--- config.mk ---
export PLATFORM = sky130hd
export DESIGN_NAME = hcbc_top
export DESIGN_NICKNAME = d
export VERILOG_FILES = /design/src/design/hcbc_pkg.sv /design/src/design/hcbc_dram_if.sv /design/src/design/hcbc_dram_seq.sv /design/src/design/hcbc_top.sv
export SDC_FILE = /design/constraint.sdc
export NUM_CORES = 1
export LEC_CHECK = 0
export BUFFER_PORTS_ARGS = -buffer_cell sky130_fd_sc_hd__buf_4
export CORE_MARGIN = 2
export CORE_UTILIZATION = 50
export DETAILED_ROUTE_END_ITERATION = 12
export MAX_ROUTING_LAYER = met4
export PLACE_DENSITY = 0.72
export REMOVE_ABC_BUFFERS = 1
export SKIP_CTS_REPAIR_TIMING = 1
export SYNTH_ARGS = -nofsm -noshare
export SYNTH_HDL_FRONTEND = slang
export SYNTH_SLANG_ARGS = --single-unit
--- constraint.sdc ---
create_clock -name clk_sys -period 4.9 [get_ports clk_sys]
set_input_delay 0 -clock clk_sys [delete_from_list [all_inputs] [get_ports clk_sys]]
set_output_delay 0 -clock clk_sys [all_outputs]
set_load 0.05 [all_outputs]
--- src/design/hcbc_pkg.sv ---
// Shared constants and state types for the host bus controller
`default_nettype none
package hcbc_pkg;
	localparam int HCBC_STRAP_MSB = 31;
	localparam int HCBC_STRAP_LSB = 28;
	localparam int HCBC_STRAP_L2_EN = 3;
	localparam int HCBC_STRAP_ASYNC = 2;
	localparam logic [3:0] HCBC_STRAP_RESET = 4'h0;
	localparam logic [2:0] HCBC_LINE_BEATS = 3'h4;
	localparam logic [2:0] HCBC_SINGLE_BEAT = 3'h1;
	localparam logic [7:0] HCBC_ALL_LANES = 8'hff;
	localparam logic [31:0] HCBC_SMM_BASE = 32'h000a_0000;
	localparam logic [31:0] HCBC_SMM_LAST = 32'h000b_ffff;
	localparam int HCBC_ROW_SEL_LSB = 23;
	localparam int HCBC_ROW_COUNT = 5;
	localparam int HCBC_ROW_ADDR_LSB = 13;
	localparam int HCBC_COL_ADDR_LSB = 5;
	localparam int HCBC_MA_WIDTH = 10;
	localparam int HCBC_CLK_PERIOD_NS = 4;
	localparam int HCBC_RAS_TO_CAS_NS = 8;
	localparam int HCBC_CAS_PULSE_NS = 8;
	localparam int HCBC_RAS_TO_CAS_CYC = (HCBC_RAS_TO_CAS_NS + HCBC_CLK_PERIOD_NS - 1) / HCBC_CLK_PERIOD_NS;
	localparam int HCBC_CAS_PULSE_CYC = (HCBC_CAS_PULSE_NS + HCBC_CLK_PERIOD_NS - 1) / HCBC_CLK_PERIOD_NS;

	typedef enum logic [2:0] {
		HCBC_C_IDLE = 3'h1,
		HCBC_C_T2 = 3'h2,
		HCBC_C_DATA = 3'h4
	} hcbc_cpu_st_t;

	typedef enum logic [6:0] {
		HCBC_S_IDLE = 7'h01,
		HCBC_S_HOLD = 7'h02,
		HCBC_S_STROBE = 7'h04,
		HCBC_S_PARK = 7'h08,
		HCBC_S_CHECK = 7'h10,
		HCBC_S_WB = 7'h20,
		HCBC_S_XFER = 7'h40
	} hcbc_snp_st_t;

	typedef enum logic [2:0] {
		HCBC_D_IDLE = 3'h1,
		HCBC_D_ROW = 3'h2,
		HCBC_D_CAS = 3'h4
	} hcbc_dram_st_t;
endpackage : hcbc_pkg
`default_nettype wire

--- src/design/hcbc_dram_if.sv ---
// Request and beat handshake between the bus controller and the DRAM sequencer
`default_nettype none
interface hcbc_dram_if;
	logic req;
	logic [31:3] addr;
	logic [7:0] lanes;
	logic [2:0] nbeats;
	logic beat;
	logic busy;
	modport ctl (output req, output addr, output lanes, output nbeats, input beat, input busy);
	modport seq (input req, input addr, input lanes, input nbeats, output beat, output busy);
endinterface : hcbc_dram_if
`default_nettype wire

--- src/design/hcbc_dram_seq.sv ---
// DRAM row, column and burst address sequencer
`default_nettype none
module hcbc_dram_seq
	import hcbc_pkg::*;
#(
	parameter int RAS_TO_CAS = HCBC_RAS_TO_CAS_CYC,
	parameter int CAS_PULSE = HCBC_CAS_PULSE_CYC
)
(
	input wire logic clk_sys,
	input wire logic resetn,
	hcbc_dram_if.seq dif,
	output logic [4:0] dram_row_strobe_n,
	output logic [7:0] dram_col_strobe_n,
	output logic [11:2] dram_mux_addr,
	output logic [1:0] dram_burst_addr_copy_a,
	output logic [1:0] dram_burst_addr_copy_b
);
	hcbc_dram_st_t state_r;
	logic [3:0] cnt_r;
	logic [2:0] beat_idx_r;
	logic [2:0] nbeats_r;
	logic [31:3] addr_r;
	logic [7:0] lanes_r;
	logic [2:0] row_raw;
	logic [2:0] row_sel;
	logic [1:0] col_step;

	assign row_raw = addr_r[HCBC_ROW_SEL_LSB +: 3];
	assign row_sel = (row_raw >= 3'(HCBC_ROW_COUNT)) ? 3'(HCBC_ROW_COUNT - 1) : row_raw;
	// Burst order steps the low column bits in interleaved order
	assign col_step = addr_r[4:3] ^ beat_idx_r[1:0];
	assign dif.busy = (state_r != HCBC_D_IDLE);

	// Sequencing
	always_ff @(posedge clk_sys)
	begin
		if (!resetn)
		begin
			state_r <= HCBC_D_IDLE;
			cnt_r <= 4'h0;
			beat_idx_r <= 3'h0;
			nbeats_r <= 3'h0;
			addr_r <= '0;
			lanes_r <= 8'h00;
			dif.beat <= 1'b0;
		end
		else
		begin
			dif.beat <= 1'b0;
			case (state_r)
				HCBC_D_IDLE:
					if (dif.req)
					begin
						addr_r <= dif.addr;
						lanes_r <= dif.lanes;
						nbeats_r <= dif.nbeats;
						beat_idx_r <= 3'h0;
						cnt_r <= 4'(RAS_TO_CAS);
						state_r <= HCBC_D_ROW;
					end
				HCBC_D_ROW:
					if (cnt_r == 4'h1)
					begin
						cnt_r <= 4'(CAS_PULSE);
						state_r <= HCBC_D_CAS;
					end
					else
						cnt_r <= cnt_r - 4'h1;
				HCBC_D_CAS:
					if (cnt_r == 4'h1)
					begin
						dif.beat <= 1'b1;
						if (beat_idx_r == nbeats_r - 3'h1)
							state_r <= HCBC_D_IDLE;
						else
						begin
							beat_idx_r <= beat_idx_r + 3'h1;
							cnt_r <= 4'(CAS_PULSE);
						end
					end
					else
						cnt_r <= cnt_r - 4'h1;
				default:
					state_r <= HCBC_D_IDLE;
			endcase
		end
	end

	// DRAM pins
	always_ff @(posedge clk_sys)
	begin
		if (!resetn)
		begin
			dram_row_strobe_n <= 5'h1f;
			dram_col_strobe_n <= 8'hff;
			dram_mux_addr <= '0;
			dram_burst_addr_copy_a <= 2'h0;
			dram_burst_addr_copy_b <= 2'h0;
		end
		else
		begin
			dram_row_strobe_n <= 5'h1f;
			if (state_r != HCBC_D_IDLE)
				dram_row_strobe_n[row_sel] <= 1'b0;
			if (state_r == HCBC_D_CAS)
			begin
				dram_mux_addr <= {addr_r[HCBC_COL_ADDR_LSB +: HCBC_MA_WIDTH - 2], col_step};
				dram_col_strobe_n <= (cnt_r != 4'h1) ? ~lanes_r : 8'hff;
			end
			else
			begin
				dram_mux_addr <= addr_r[HCBC_ROW_ADDR_LSB +: HCBC_MA_WIDTH];
				dram_col_strobe_n <= 8'hff;
			end
			dram_burst_addr_copy_a <= col_step;
			dram_burst_addr_copy_b <= col_step;
		end
	end
endmodule : hcbc_dram_seq
`default_nettype wire

--- src/design/hcbc_top.sv ---
// Host bus control: processor cycles, first level snoops and DRAM hand-off
`default_nettype none
module hcbc_top
	import hcbc_pkg::*;
(
	input wire logic clk_sys,
	input wire logic resetn,
	input wire logic [31:3] host_addr_in,
	output logic [31:3] host_addr_out,
	output logic host_addr_oe,
	input wire logic [7:0] byte_lane_en_n,
	input wire logic addr_strobe_n,
	input wire logic mem_io,
	input wire logic data_ctrl,
	input wire logic write_read,
	input wire logic cacheable_n,
	input wire logic host_lock_n,
	input wire logic hit_modified_n,
	input wire logic mgmt_mode_active_n,
	input wire logic smram_locked,
	input wire logic cpu_to_pci,
	input wire logic pci_fwd_ready,
	input wire logic pci_mem_req,
	input wire logic pci_mem_write,
	input wire logic [31:3] pci_mem_addr,
	input wire logic pci_peer,
	input wire logic pci_burst_done,
	output logic bus_ready_n,
	output logic next_addr_n,
	output logic addr_hold,
	output logic inquiry_strobe_n_o,
	output logic inquiry_strobe_oe,
	output logic back_off_n,
	output logic cache_enable_invalidate,
	output logic cpu_fwd_pci,
	output logic [7:0] read_lane_en,
	output logic [3:0] l2_strap,
	output logic pci_phase,
	output logic [4:0] dram_row_strobe_n,
	output logic [7:0] dram_col_strobe_n,
	output logic [11:2] dram_mux_addr,
	output logic [1:0] dram_burst_addr_copy_a,
	output logic [1:0] dram_burst_addr_copy_b
);
	hcbc_cpu_st_t cpu_st_r;
	hcbc_snp_st_t snp_st_r;
	logic strap_done_r;
	logic lock_r;
	logic pci_req_s;
	logic pci_wr_s;
	logic pci_peer_s;
	logic pci_done_s;
	logic [31:3] pci_addr_s;
	logic cyc_wr_r;
	logic cyc_cache_r;
	logic [31:3] cyc_addr_r;
	logic [2:0] beats_r;
	logic [2:0] beat_cnt_r;
	logic snp_wr_r;
	logic [31:3] snp_addr_r;
	logic dram_req_r;
	logic [31:3] dram_addr_r;
	logic [7:0] dram_lanes_r;
	logic [2:0] dram_nbeats_r;
	logic ads_hit;
	logic smm_hit;
	logic tgt_dram;
	logic na_allowed;
	logic beat_src;
	logic back_off_n_now;
	logic dram_free;
	logic snp_go;
	logic dram_go_cpu;
	logic snp_start;
	logic na_now;
	logic first_resp;

	hcbc_dram_if dif ();

	assign dif.req = dram_req_r;
	assign dif.addr = dram_addr_r;
	assign dif.lanes = dram_lanes_r;
	assign dif.nbeats = dram_nbeats_r;

	logic [3:0] l2_strap_q;

	assign l2_strap = l2_strap_q;

	assign ads_hit = (cpu_st_r == HCBC_C_IDLE) && !addr_strobe_n;
	assign smm_hit = (host_addr_in >= HCBC_SMM_BASE[31:3]) && (host_addr_in <= HCBC_SMM_LAST[31:3]);
	assign tgt_dram = mem_io && !cpu_to_pci && !(smram_locked && smm_hit && mgmt_mode_active_n);
	assign na_allowed = strap_done_r && !(l2_strap_q[HCBC_STRAP_L2_EN] && l2_strap_q[HCBC_STRAP_ASYNC]);
	assign beat_src = cpu_fwd_pci ? pci_fwd_ready : dif.beat;
	assign dram_free = !dif.busy && !dram_req_r;
	assign back_off_n_now = (cpu_st_r != HCBC_C_IDLE) && cpu_fwd_pci && pci_req_s && !pci_peer_s && !lock_r;
	assign snp_go = ((snp_st_r == HCBC_S_CHECK) || (snp_st_r == HCBC_S_WB)) && hit_modified_n
		&& dram_free && (cpu_st_r == HCBC_C_IDLE);
	assign dram_go_cpu = (cpu_st_r == HCBC_C_T2) && !cpu_fwd_pci && dram_free && !back_off_n_now;
	assign snp_start = (snp_st_r == HCBC_S_IDLE) && pci_req_s && !pci_peer_s && !lock_r
		&& (cpu_st_r == HCBC_C_IDLE) && addr_strobe_n;
	// A beat cut by back-off is no response, so the cache enable line stays low
	assign first_resp = (cpu_st_r == HCBC_C_DATA) && beat_src && (beat_cnt_r == 3'h0) && !cyc_wr_r && !back_off_n_now;
	assign na_now = na_allowed && ((ads_hit && write_read) || (first_resp && cyc_cache_r));

	// Half-rate PCI phase and sampling of PCI-side requests
	always_ff @(posedge clk_sys)
	begin
		if (!resetn)
		begin
			pci_phase <= 1'b0;
			pci_req_s <= 1'b0;
			pci_wr_s <= 1'b0;
			pci_peer_s <= 1'b0;
			pci_done_s <= 1'b0;
			pci_addr_s <= '0;
		end
		else
		begin
			pci_phase <= !pci_phase;
			if (pci_phase)
			begin
				pci_req_s <= pci_mem_req;
				pci_wr_s <= pci_mem_write;
				pci_peer_s <= pci_peer;
				pci_done_s <= pci_burst_done;
				pci_addr_s <= pci_mem_addr;
			end
		end
	end

	// Cache straps caught once after reset release
	always_ff @(posedge clk_sys)
	begin
		if (!resetn)
		begin
			strap_done_r <= 1'b0;
			l2_strap_q <= HCBC_STRAP_RESET;
		end
		else if (!strap_done_r)
		begin
			l2_strap_q <= host_addr_in[HCBC_STRAP_MSB:HCBC_STRAP_LSB];
			strap_done_r <= 1'b1;
		end
	end

	// Locked sequence tracking
	always_ff @(posedge clk_sys)
	begin
		if (!resetn)
			lock_r <= 1'b0;
		else if (host_lock_n)
			lock_r <= 1'b0;
		else if (!addr_strobe_n)
			lock_r <= 1'b1;
	end

	// Processor cycle tracking
	always_ff @(posedge clk_sys)
	begin
		if (!resetn)
		begin
			cpu_st_r <= HCBC_C_IDLE;
			cyc_wr_r <= 1'b0;
			cyc_cache_r <= 1'b0;
			cyc_addr_r <= '0;
			cpu_fwd_pci <= 1'b0;
			read_lane_en <= 8'h00;
			beats_r <= 3'h0;
			beat_cnt_r <= 3'h0;
		end
		else
		begin
			case (cpu_st_r)
				HCBC_C_IDLE:
					if (ads_hit)
					begin
						cyc_wr_r <= write_read;
						cyc_cache_r <= !cacheable_n;
						cyc_addr_r <= host_addr_in;
						cpu_fwd_pci <= !tgt_dram;
						read_lane_en <= (!cacheable_n && !write_read) ? HCBC_ALL_LANES : ~byte_lane_en_n;
						beats_r <= !cacheable_n ? HCBC_LINE_BEATS : HCBC_SINGLE_BEAT;
						beat_cnt_r <= 3'h0;
						cpu_st_r <= HCBC_C_T2;
					end
				HCBC_C_T2:
					if (back_off_n_now)
					begin
						cpu_fwd_pci <= 1'b0;
						cpu_st_r <= HCBC_C_IDLE;
					end
					else if (cpu_fwd_pci || dram_go_cpu)
						cpu_st_r <= HCBC_C_DATA;
				HCBC_C_DATA:
					if (back_off_n_now)
					begin
						cpu_fwd_pci <= 1'b0;
						cpu_st_r <= HCBC_C_IDLE;
					end
					else if (beat_src)
					begin
						beat_cnt_r <= beat_cnt_r + 3'h1;
						if (beat_cnt_r == beats_r - 3'h1)
						begin
							cpu_fwd_pci <= 1'b0;
							cpu_st_r <= HCBC_C_IDLE;
						end
					end
				default:
					cpu_st_r <= HCBC_C_IDLE;
			endcase
		end
	end

	// Processor response pins
	always_ff @(posedge clk_sys)
	begin
		if (!resetn)
		begin
			bus_ready_n <= 1'b1;
			next_addr_n <= 1'b1;
			back_off_n <= 1'b1;
			cache_enable_invalidate <= 1'b0;
		end
		else
		begin
			bus_ready_n <= !(beat_src && (cpu_st_r == HCBC_C_DATA) && !back_off_n_now);
			next_addr_n <= !na_now;
			back_off_n <= !back_off_n_now;
			if (snp_st_r == HCBC_S_HOLD)
				cache_enable_invalidate <= snp_wr_r;
			else if (first_resp)
				cache_enable_invalidate <= !cyc_cache_r;
			else
				cache_enable_invalidate <= 1'b0;
		end
	end

	// Snoop sequence and host address ownership
	always_ff @(posedge clk_sys)
	begin
		if (!resetn)
		begin
			snp_st_r <= HCBC_S_IDLE;
			snp_wr_r <= 1'b0;
			snp_addr_r <= '0;
			addr_hold <= 1'b0;
			host_addr_oe <= 1'b0;
			host_addr_out <= '0;
			inquiry_strobe_n_o <= 1'b1;
			inquiry_strobe_oe <= 1'b0;
		end
		else
		begin
			case (snp_st_r)
				HCBC_S_IDLE:
					if (snp_start)
					begin
						snp_wr_r <= pci_wr_s;
						snp_addr_r <= pci_addr_s;
						addr_hold <= 1'b1;
						snp_st_r <= HCBC_S_HOLD;
					end
				HCBC_S_HOLD:
				begin
					host_addr_oe <= 1'b1;
					host_addr_out <= snp_addr_r;
					inquiry_strobe_oe <= 1'b1;
					inquiry_strobe_n_o <= 1'b0;
					snp_st_r <= HCBC_S_STROBE;
				end
				HCBC_S_STROBE:
				begin
					inquiry_strobe_n_o <= 1'b1;
					snp_st_r <= HCBC_S_PARK;
				end
				HCBC_S_PARK:
				begin
					inquiry_strobe_oe <= 1'b0;
					host_addr_oe <= 1'b0;
					snp_st_r <= HCBC_S_CHECK;
				end
				HCBC_S_CHECK:
					if (!hit_modified_n)
						snp_st_r <= HCBC_S_WB;
					else if (snp_go)
						snp_st_r <= HCBC_S_XFER;
				HCBC_S_WB:
					if (snp_go)
						snp_st_r <= HCBC_S_XFER;
				HCBC_S_XFER:
					if (pci_done_s)
					begin
						addr_hold <= 1'b0;
						snp_st_r <= HCBC_S_IDLE;
					end
				default:
					snp_st_r <= HCBC_S_IDLE;
			endcase
		end
	end

	// DRAM request issue
	always_ff @(posedge clk_sys)
	begin
		if (!resetn)
		begin
			dram_req_r <= 1'b0;
			dram_addr_r <= '0;
			dram_lanes_r <= 8'h00;
			dram_nbeats_r <= 3'h0;
		end
		else
		begin
			dram_req_r <= snp_go || dram_go_cpu;
			if (snp_go)
			begin
				dram_addr_r <= snp_addr_r;
				dram_lanes_r <= HCBC_ALL_LANES;
				dram_nbeats_r <= HCBC_LINE_BEATS;
			end
			else if (dram_go_cpu)
			begin
				dram_addr_r <= cyc_addr_r;
				dram_lanes_r <= read_lane_en;
				dram_nbeats_r <= beats_r;
			end
		end
	end

	hcbc_dram_seq u_seq (
		.clk_sys(clk_sys),
		.resetn(resetn),
		.dif(dif.seq),
		.dram_row_strobe_n(dram_row_strobe_n),
		.dram_col_strobe_n(dram_col_strobe_n),
		.dram_mux_addr(dram_mux_addr),
		.dram_burst_addr_copy_a(dram_burst_addr_copy_a),
		.dram_burst_addr_copy_b(dram_burst_addr_copy_b)
	);
endmodule : hcbc_top
`default_nettype wire

# Yosys cells after proc, flatten, opt, wreduce, memory -nomap -nowiden
# Index checks and enable logic that the tools add are counted.
# word_totals
register_bits	261
input_bits	83
elab_cells	232
# classes
add_sub_neg	5
n_lt_le_gt_ge	5
eq_ne	34
n_mux	58
bitwise	5
reduce_logical	81
# ops
operator	count
3-bit two-way mux	20
7-bit case mux with 7 select lines	1
23-bit two-way mux	2
1-bit logical AND	34
29-bit by 17-bit >= comparator with 1-bit output, second input constant	1
29-bit by 17-bit less-or-equal comparator with 1-bit output, second input constant	1
7-bit two-way mux	4
8-bit two-way mux	3
1-bit zero test	18
3-bit case mux with 3 select lines	2
4-bit two-way mux	4
2-bit inequality test, second input constant	8
8-bit NOT	2
4-bit AND reduction	4
1-bit two-way mux	13
3-bit case mux with 2 select lines	2
4-bit case mux with 3 select lines	1
2-bit AND reduction	6
2-bit nonzero test	6
10-bit two-way mux	1
3-bit inequality test, second input constant	3
3-bit AND reduction	3
7-bit by 1-bit equality test with 1-bit output, second input constant	1
7-bit by 2-bit equality test with 1-bit output, second input constant	1
other kinds (31)	47

# Depth between registers and ports, before layout
# logic_depth
word_depth	11
mapped_depth	7
mapped_depth_nobuf	6

# Modules after synthesis
# A second synthesis with hierarchy kept.
# hier_totals
hier_cells	1161
hier_area_um2	10372.4
# by_module_without_submodules
module	instances	cells_each	area_each_um2
hcbc_top	1	852	7623.6
hcbc_dram_seq	1	309	2748.9

# Worst setup path after synthesis
# OpenSTA, ideal clock, no wires.
# synth_path
path_kind	flip-flop to flip-flop
startpoint	register cpu_fwd_pci
endpoint	register dram_nbeats_r[0] (netlist: dif.nbeats[0])
arrival_time_ns	1.680
required_time_ns	4.784
path_slack_ns	3.104
path_stages_with_launch	6
period_less_slack_ns	1.796
cell_sequence	dfxtp_1 > nor4b_1 > and2_1 > buf_2 > mux2_2 > and3_1
# synth_between
elab_chain_cells	6
elab_cells_between_ends	9
classes_between	reduce/logical (9)
# synth_lines
item	line_no	rtl
from (decl)	hcbc_top.sv:35	output logic cpu_fwd_pci,
from (signal assigned)	hcbc_top.sv:180	cpu_fwd_pci <= !tgt_dram;
1-bit logical AND (4 in series)	hcbc_top.sv:95	assign back_off_n_now = (cpu_st_r != HCBC_C_IDLE) && cpu_fwd_pci && pci_req_s && !pci_peer_s && !lock_r;
1-bit zero test	hcbc_top.sv:98	assign dram_go_cpu = (cpu_st_r == HCBC_C_T2) && !cpu_fwd_pci && dram_free && !back_off_n_now;
1-bit logical AND *	hcbc_top.sv:98	
to (signal assigned)	hcbc_top.sv:326	dram_nbeats_r <= beats_r;
to (decl)	hcbc_top.sv:64	logic [2:0] dram_nbeats_r;
# Mark *: on every way between the ends. The rest lies on a longest branch, timed or not.
# A chain may end at the register's enable or synchronous reset.

# Final worst setup path
# layout_path
startpoint	register snp_st_r[1]
endpoint	register dram_nbeats_r[0] (netlist: dif.nbeats[0])
# layout_between
elab_chain_cells	6
elab_cells_between_ends	7
classes_between	eq/ne (2); reduce/logical (5)
# layout_lines
item	line_no	rtl
from (decl)	hcbc_top.sv:46	hcbc_snp_st_t snp_st_r;
from (signal assigned)	hcbc_top.sv:244	snp_st_r <= HCBC_S_IDLE;
from (signal assigned)	hcbc_top.sv:262	snp_st_r <= HCBC_S_HOLD;
from (signal assigned)	hcbc_top.sv:270	snp_st_r <= HCBC_S_STROBE;
7-bit by 5-bit equality test with 1-bit output / 7-bit by 6-bit equality test with 1-bit output (equally long branches)	hcbc_top.sv:96	assign snp_go = ((snp_st_r == HCBC_S_CHECK) || (snp_st_r == HCBC_S_WB)) && hit_modified_n
1-bit logical OR *	hcbc_top.sv:96	
1-bit logical AND *	hcbc_top.sv:96	
1-bit logical AND * (2 in series)	hcbc_top.sv:97	&& dram_free && (cpu_st_r == HCBC_C_IDLE);
2-bit OR reduction (no line) *	--	
# Marks and branches as above.

==> flow_summary.ini <==
[power]
ir_drop_mv = 0.2669
power_density_nw_per_um2 = 359.6
p_leak_nw = 5.128

[global_routing]
grt.overflow.total = 0
gr-usage-all-layers = 0.2304
antenna_found_initial = 0
first_global_vias = 7336
grt_max_degree = 130
grt_pass1_wl_mm = 37.43

[placed_design]
dp_hpwl_mm = 14.95
gp_congestion = 0.7972
port_buffers = 159

[sta]
clock.fmax_ghz = 0.3593
rsz0062_at_grt = false
slew_headroom = 0.1831
period_share = 0.5680
finalClockSkew_ns = 0.01247
setup_violations = 0
whs_ns = 0.1013
finalSetupTns_ns = 0
tightest_slew_ns = 1.225
finalMaxSlewViolations = 0
hold_viol_final = 0
period_minus_slack_ns = 2.783

[synth]
async_reset_ff_frac = 0
yosys_most_used_dff = dfxtp_1
synth_edf_count = 0
synth_seq_area_share = 0.5262
yosys.area.top_type = dfxtp_1
synth-seq-cells = 257
synth_warnings = 0
netlist_area_um2 = 9778
synthCells = 1096
synth_top_area_share = 0.5262
synth.area.top_cells = dfxtp_1 53%, nand2_1 9.3%, mux2i_1 7.3%, a21oi_1 6.7%, nor2_1 3.8%
synth_cell_types = 63
syn_avg_cell_area_um2 = 8.922

[routing]
routed_wl_mm = 24.83
detailedRoute.firstPassIterationCount = 5
initialDrtViolationCount = 600
ant_nets = 0
post_drt_via_cell_ratio = 5.300
num_vias = 8337
drc = 0
wl_per_cell_um = 15.78

[worst_setup_path]
cp.arrival_ns = 3.20
critical_path_class = reg2reg
r2r_slack_ns = 2.12
worstSetupStartpointType = flip-flop
cp.required_ns = 5.32
critPathMaxFanout = 24
critPathCaptureType = flip-flop

[layout]
filler_cell_count = 1563
drive_gt1_frac = 0.1774
areaGrowthSynthToFinish_pct = 30.58
antenna_cells = 0
layout.nets = 1377

[clock_network]
clock-sinks = 257
clkLatencyLatePin_ns = 0.52
clk_path_buf_depth = 3
path_clk_slew_ns = 0.06
clockRootBuffer = clkbuf_16
cts_buffers = 26
cts_tree = done
htree_levels = 1

[floorplan]
fp.dieH_um = 143.8
die-area_um2 = 20690
placementRows = 51
core_area_um2 = 19330
fp.dieW_um = 143.8
initial_core_util = 0.5057
ios = 161

[run]
cap_violations = 0

[outcome]
outcome = completed

[hold_path]
hold_path.class = in2reg
## power by group
| part | switching, mW | internal [mW] | leakage (nW) |
|---|---|---|---|
| logic | 0.192 | 0.164 | 2.60 |
| clock network | 0.801 | 1.25 | 0.447 |
| registers | 0.0448 | 2.14 | 2.08 |
| total | 1.04 | 3.55 | 5.13 |
## metrics by stage
stage	std cells	total power, mW	setup slack, ns	area [µm²]	utilization
5_1_grt	1573	4.743	1.866	12770	0.6604
2_1_floorplan	1008	2.388	2.039	9390	-
3_5_place_dp	1440	2.521	2.179	11000	0.5691
3_3_place_gp	1440	2.514	2.271	11000	0.5691
4_1_cts	1487	4.559	2.175	11910	0.6159
6_report	1573	4.592	2.117	12770	0.6604
## final cells by class
class	count	area, µm²	share of cell area
clock buffers	37	773.2	0.06056
multi-input cells	738	4218	0.3303
well taps	265	331.6	0.02597
repair buffers	253	2115	0.1656
clock inverters	10	131.4	0.01029
inverters	13	53.80	0.004214
flip-flops and latches	257	5146	0.4030
## per-layer routing
metal | part of all wire | wire length (µm) | track usage | vias to the layer above
met5 | 0 | 0 | - | -
met4 | 0.024 | 590 | 0.06398 | 0
met3 | 0.039 | 965 | 0.03299 | 49
met2 | 0.49 | 12280 | 0.3820 | 194
met1 | 0.44 | 10990 | 0.2958 | 3935
li1 | - | - | - | 4159
## worst max-delay path: stages, from the launching register on
cell and delay (ns):
dfxtp_1 0.37, nor4_1 0.48, and3_1 0.93, nand2_1 0.53, and3_1 0.34
## Yosys cell counts (2+ instances only)
library cell	instances
a211oi_1	6
a21oi_1	131
a311oi_1	9
a31oi_1	10
a32oi_1	22
and2_1	5
and3_1	2
and3b_1	2
buf_1	3
buf_2	31
buf_4	5
clkbuf_1	49
dfxtp_1	257
ha_1	5
inv_1	12
mux2i_1	71
nand2_1	242
nand2b_1	4
nand3_1	7
nand3b_1	6
nand4_1	4
nand4b_1	3
nor2_1	98
nor2b_1	4
nor3_1	8
nor3b_1	9
nor4_1	3
nor4b_1	4
nor4b_2	3
o211a_1	3
o211ai_1	23
o21ai_0	11
or2_2	2
or3_1	2
or3b_1	2
or3b_2	2
or4_1	3
xnor2_1	5
xor2_1	4
## state kept, by name, indices dropped and copies added (netlist names), 4 cells and up
| register | cells |
|---|---|
| snp_st_r | 7 |
| dif.addr | 23 |
| u_seq.dram_row_strobe_n | 5 |
| u_seq.addr_r | 23 |
| cyc_addr_r | 23 |
| u_seq.cnt_r | 4 |
| l2_strap | 4 |
| host_addr_out | 29 |
| pci_addr_s | 29 |
| u_seq.dram_col_strobe_n | 8 |
| u_seq.lanes_r | 8 |
| dif.lanes | 8 |
| read_lane_en | 8 |
| snp_addr_r | 29 |
| u_seq.dram_mux_addr | 10 |
## path summary, 6_finish.rpt
path,from,to,depth (start not counted)
worst max register to register,snp_st_r[1]$_SDFFE_PN0P_,dif.nbeats[0]$_SDFFE_PP0P_,4
worst min-delay path,pci_fwd_ready,cpu_st_r[2]$_SDFFE_PN0P_,4
worst min register to register,u_seq.lanes_r[2]$_SDFFE_PN0P_,u_seq.dram_col_strobe_n[2]$_SDFF_PN1_,1
worst max-delay path,snp_st_r[1]$_SDFFE_PN0P_,dif.nbeats[0]$_SDFFE_PP0P_,4
## placed cells by master, fill, tap and decap left out, drive strengths merged, types with 6 or more instances in the layout
cell,n
a211oi,6
a21oi,131
a311oi,9
a31oi,10
a32oi,22
buf,167
clkbuf,37
clkinv,6
dfxtp,257
dlygate4sd3,86
inv,13
mux2i,71
nand2,242
nand3,7
nand3b,6
nor2,98
nor3,10
nor3b,10
nor4b,7
o211ai,23
o21ai,11
## cells by family (layout without fill, tap and decap cells)
logic type | after synthesis | after routing | share of synthesized area
AO/OA/AOI/OAI | 229 | 229 | 0.1461
XOR/XNOR | 9 | 9 | 0.008061
adder cells (fa/ha/maj) | 5 | 5 | 0.006398
buffers and inverters | 101 | 313 | 0.04466
flip-flops | 257 | 257 | 0.5262
multiplexers | 73 | 73 | 0.07537
AND/OR/NAND/NOR | 422 | 422 | 0.1932
Power figures use the tool's default switching activity.
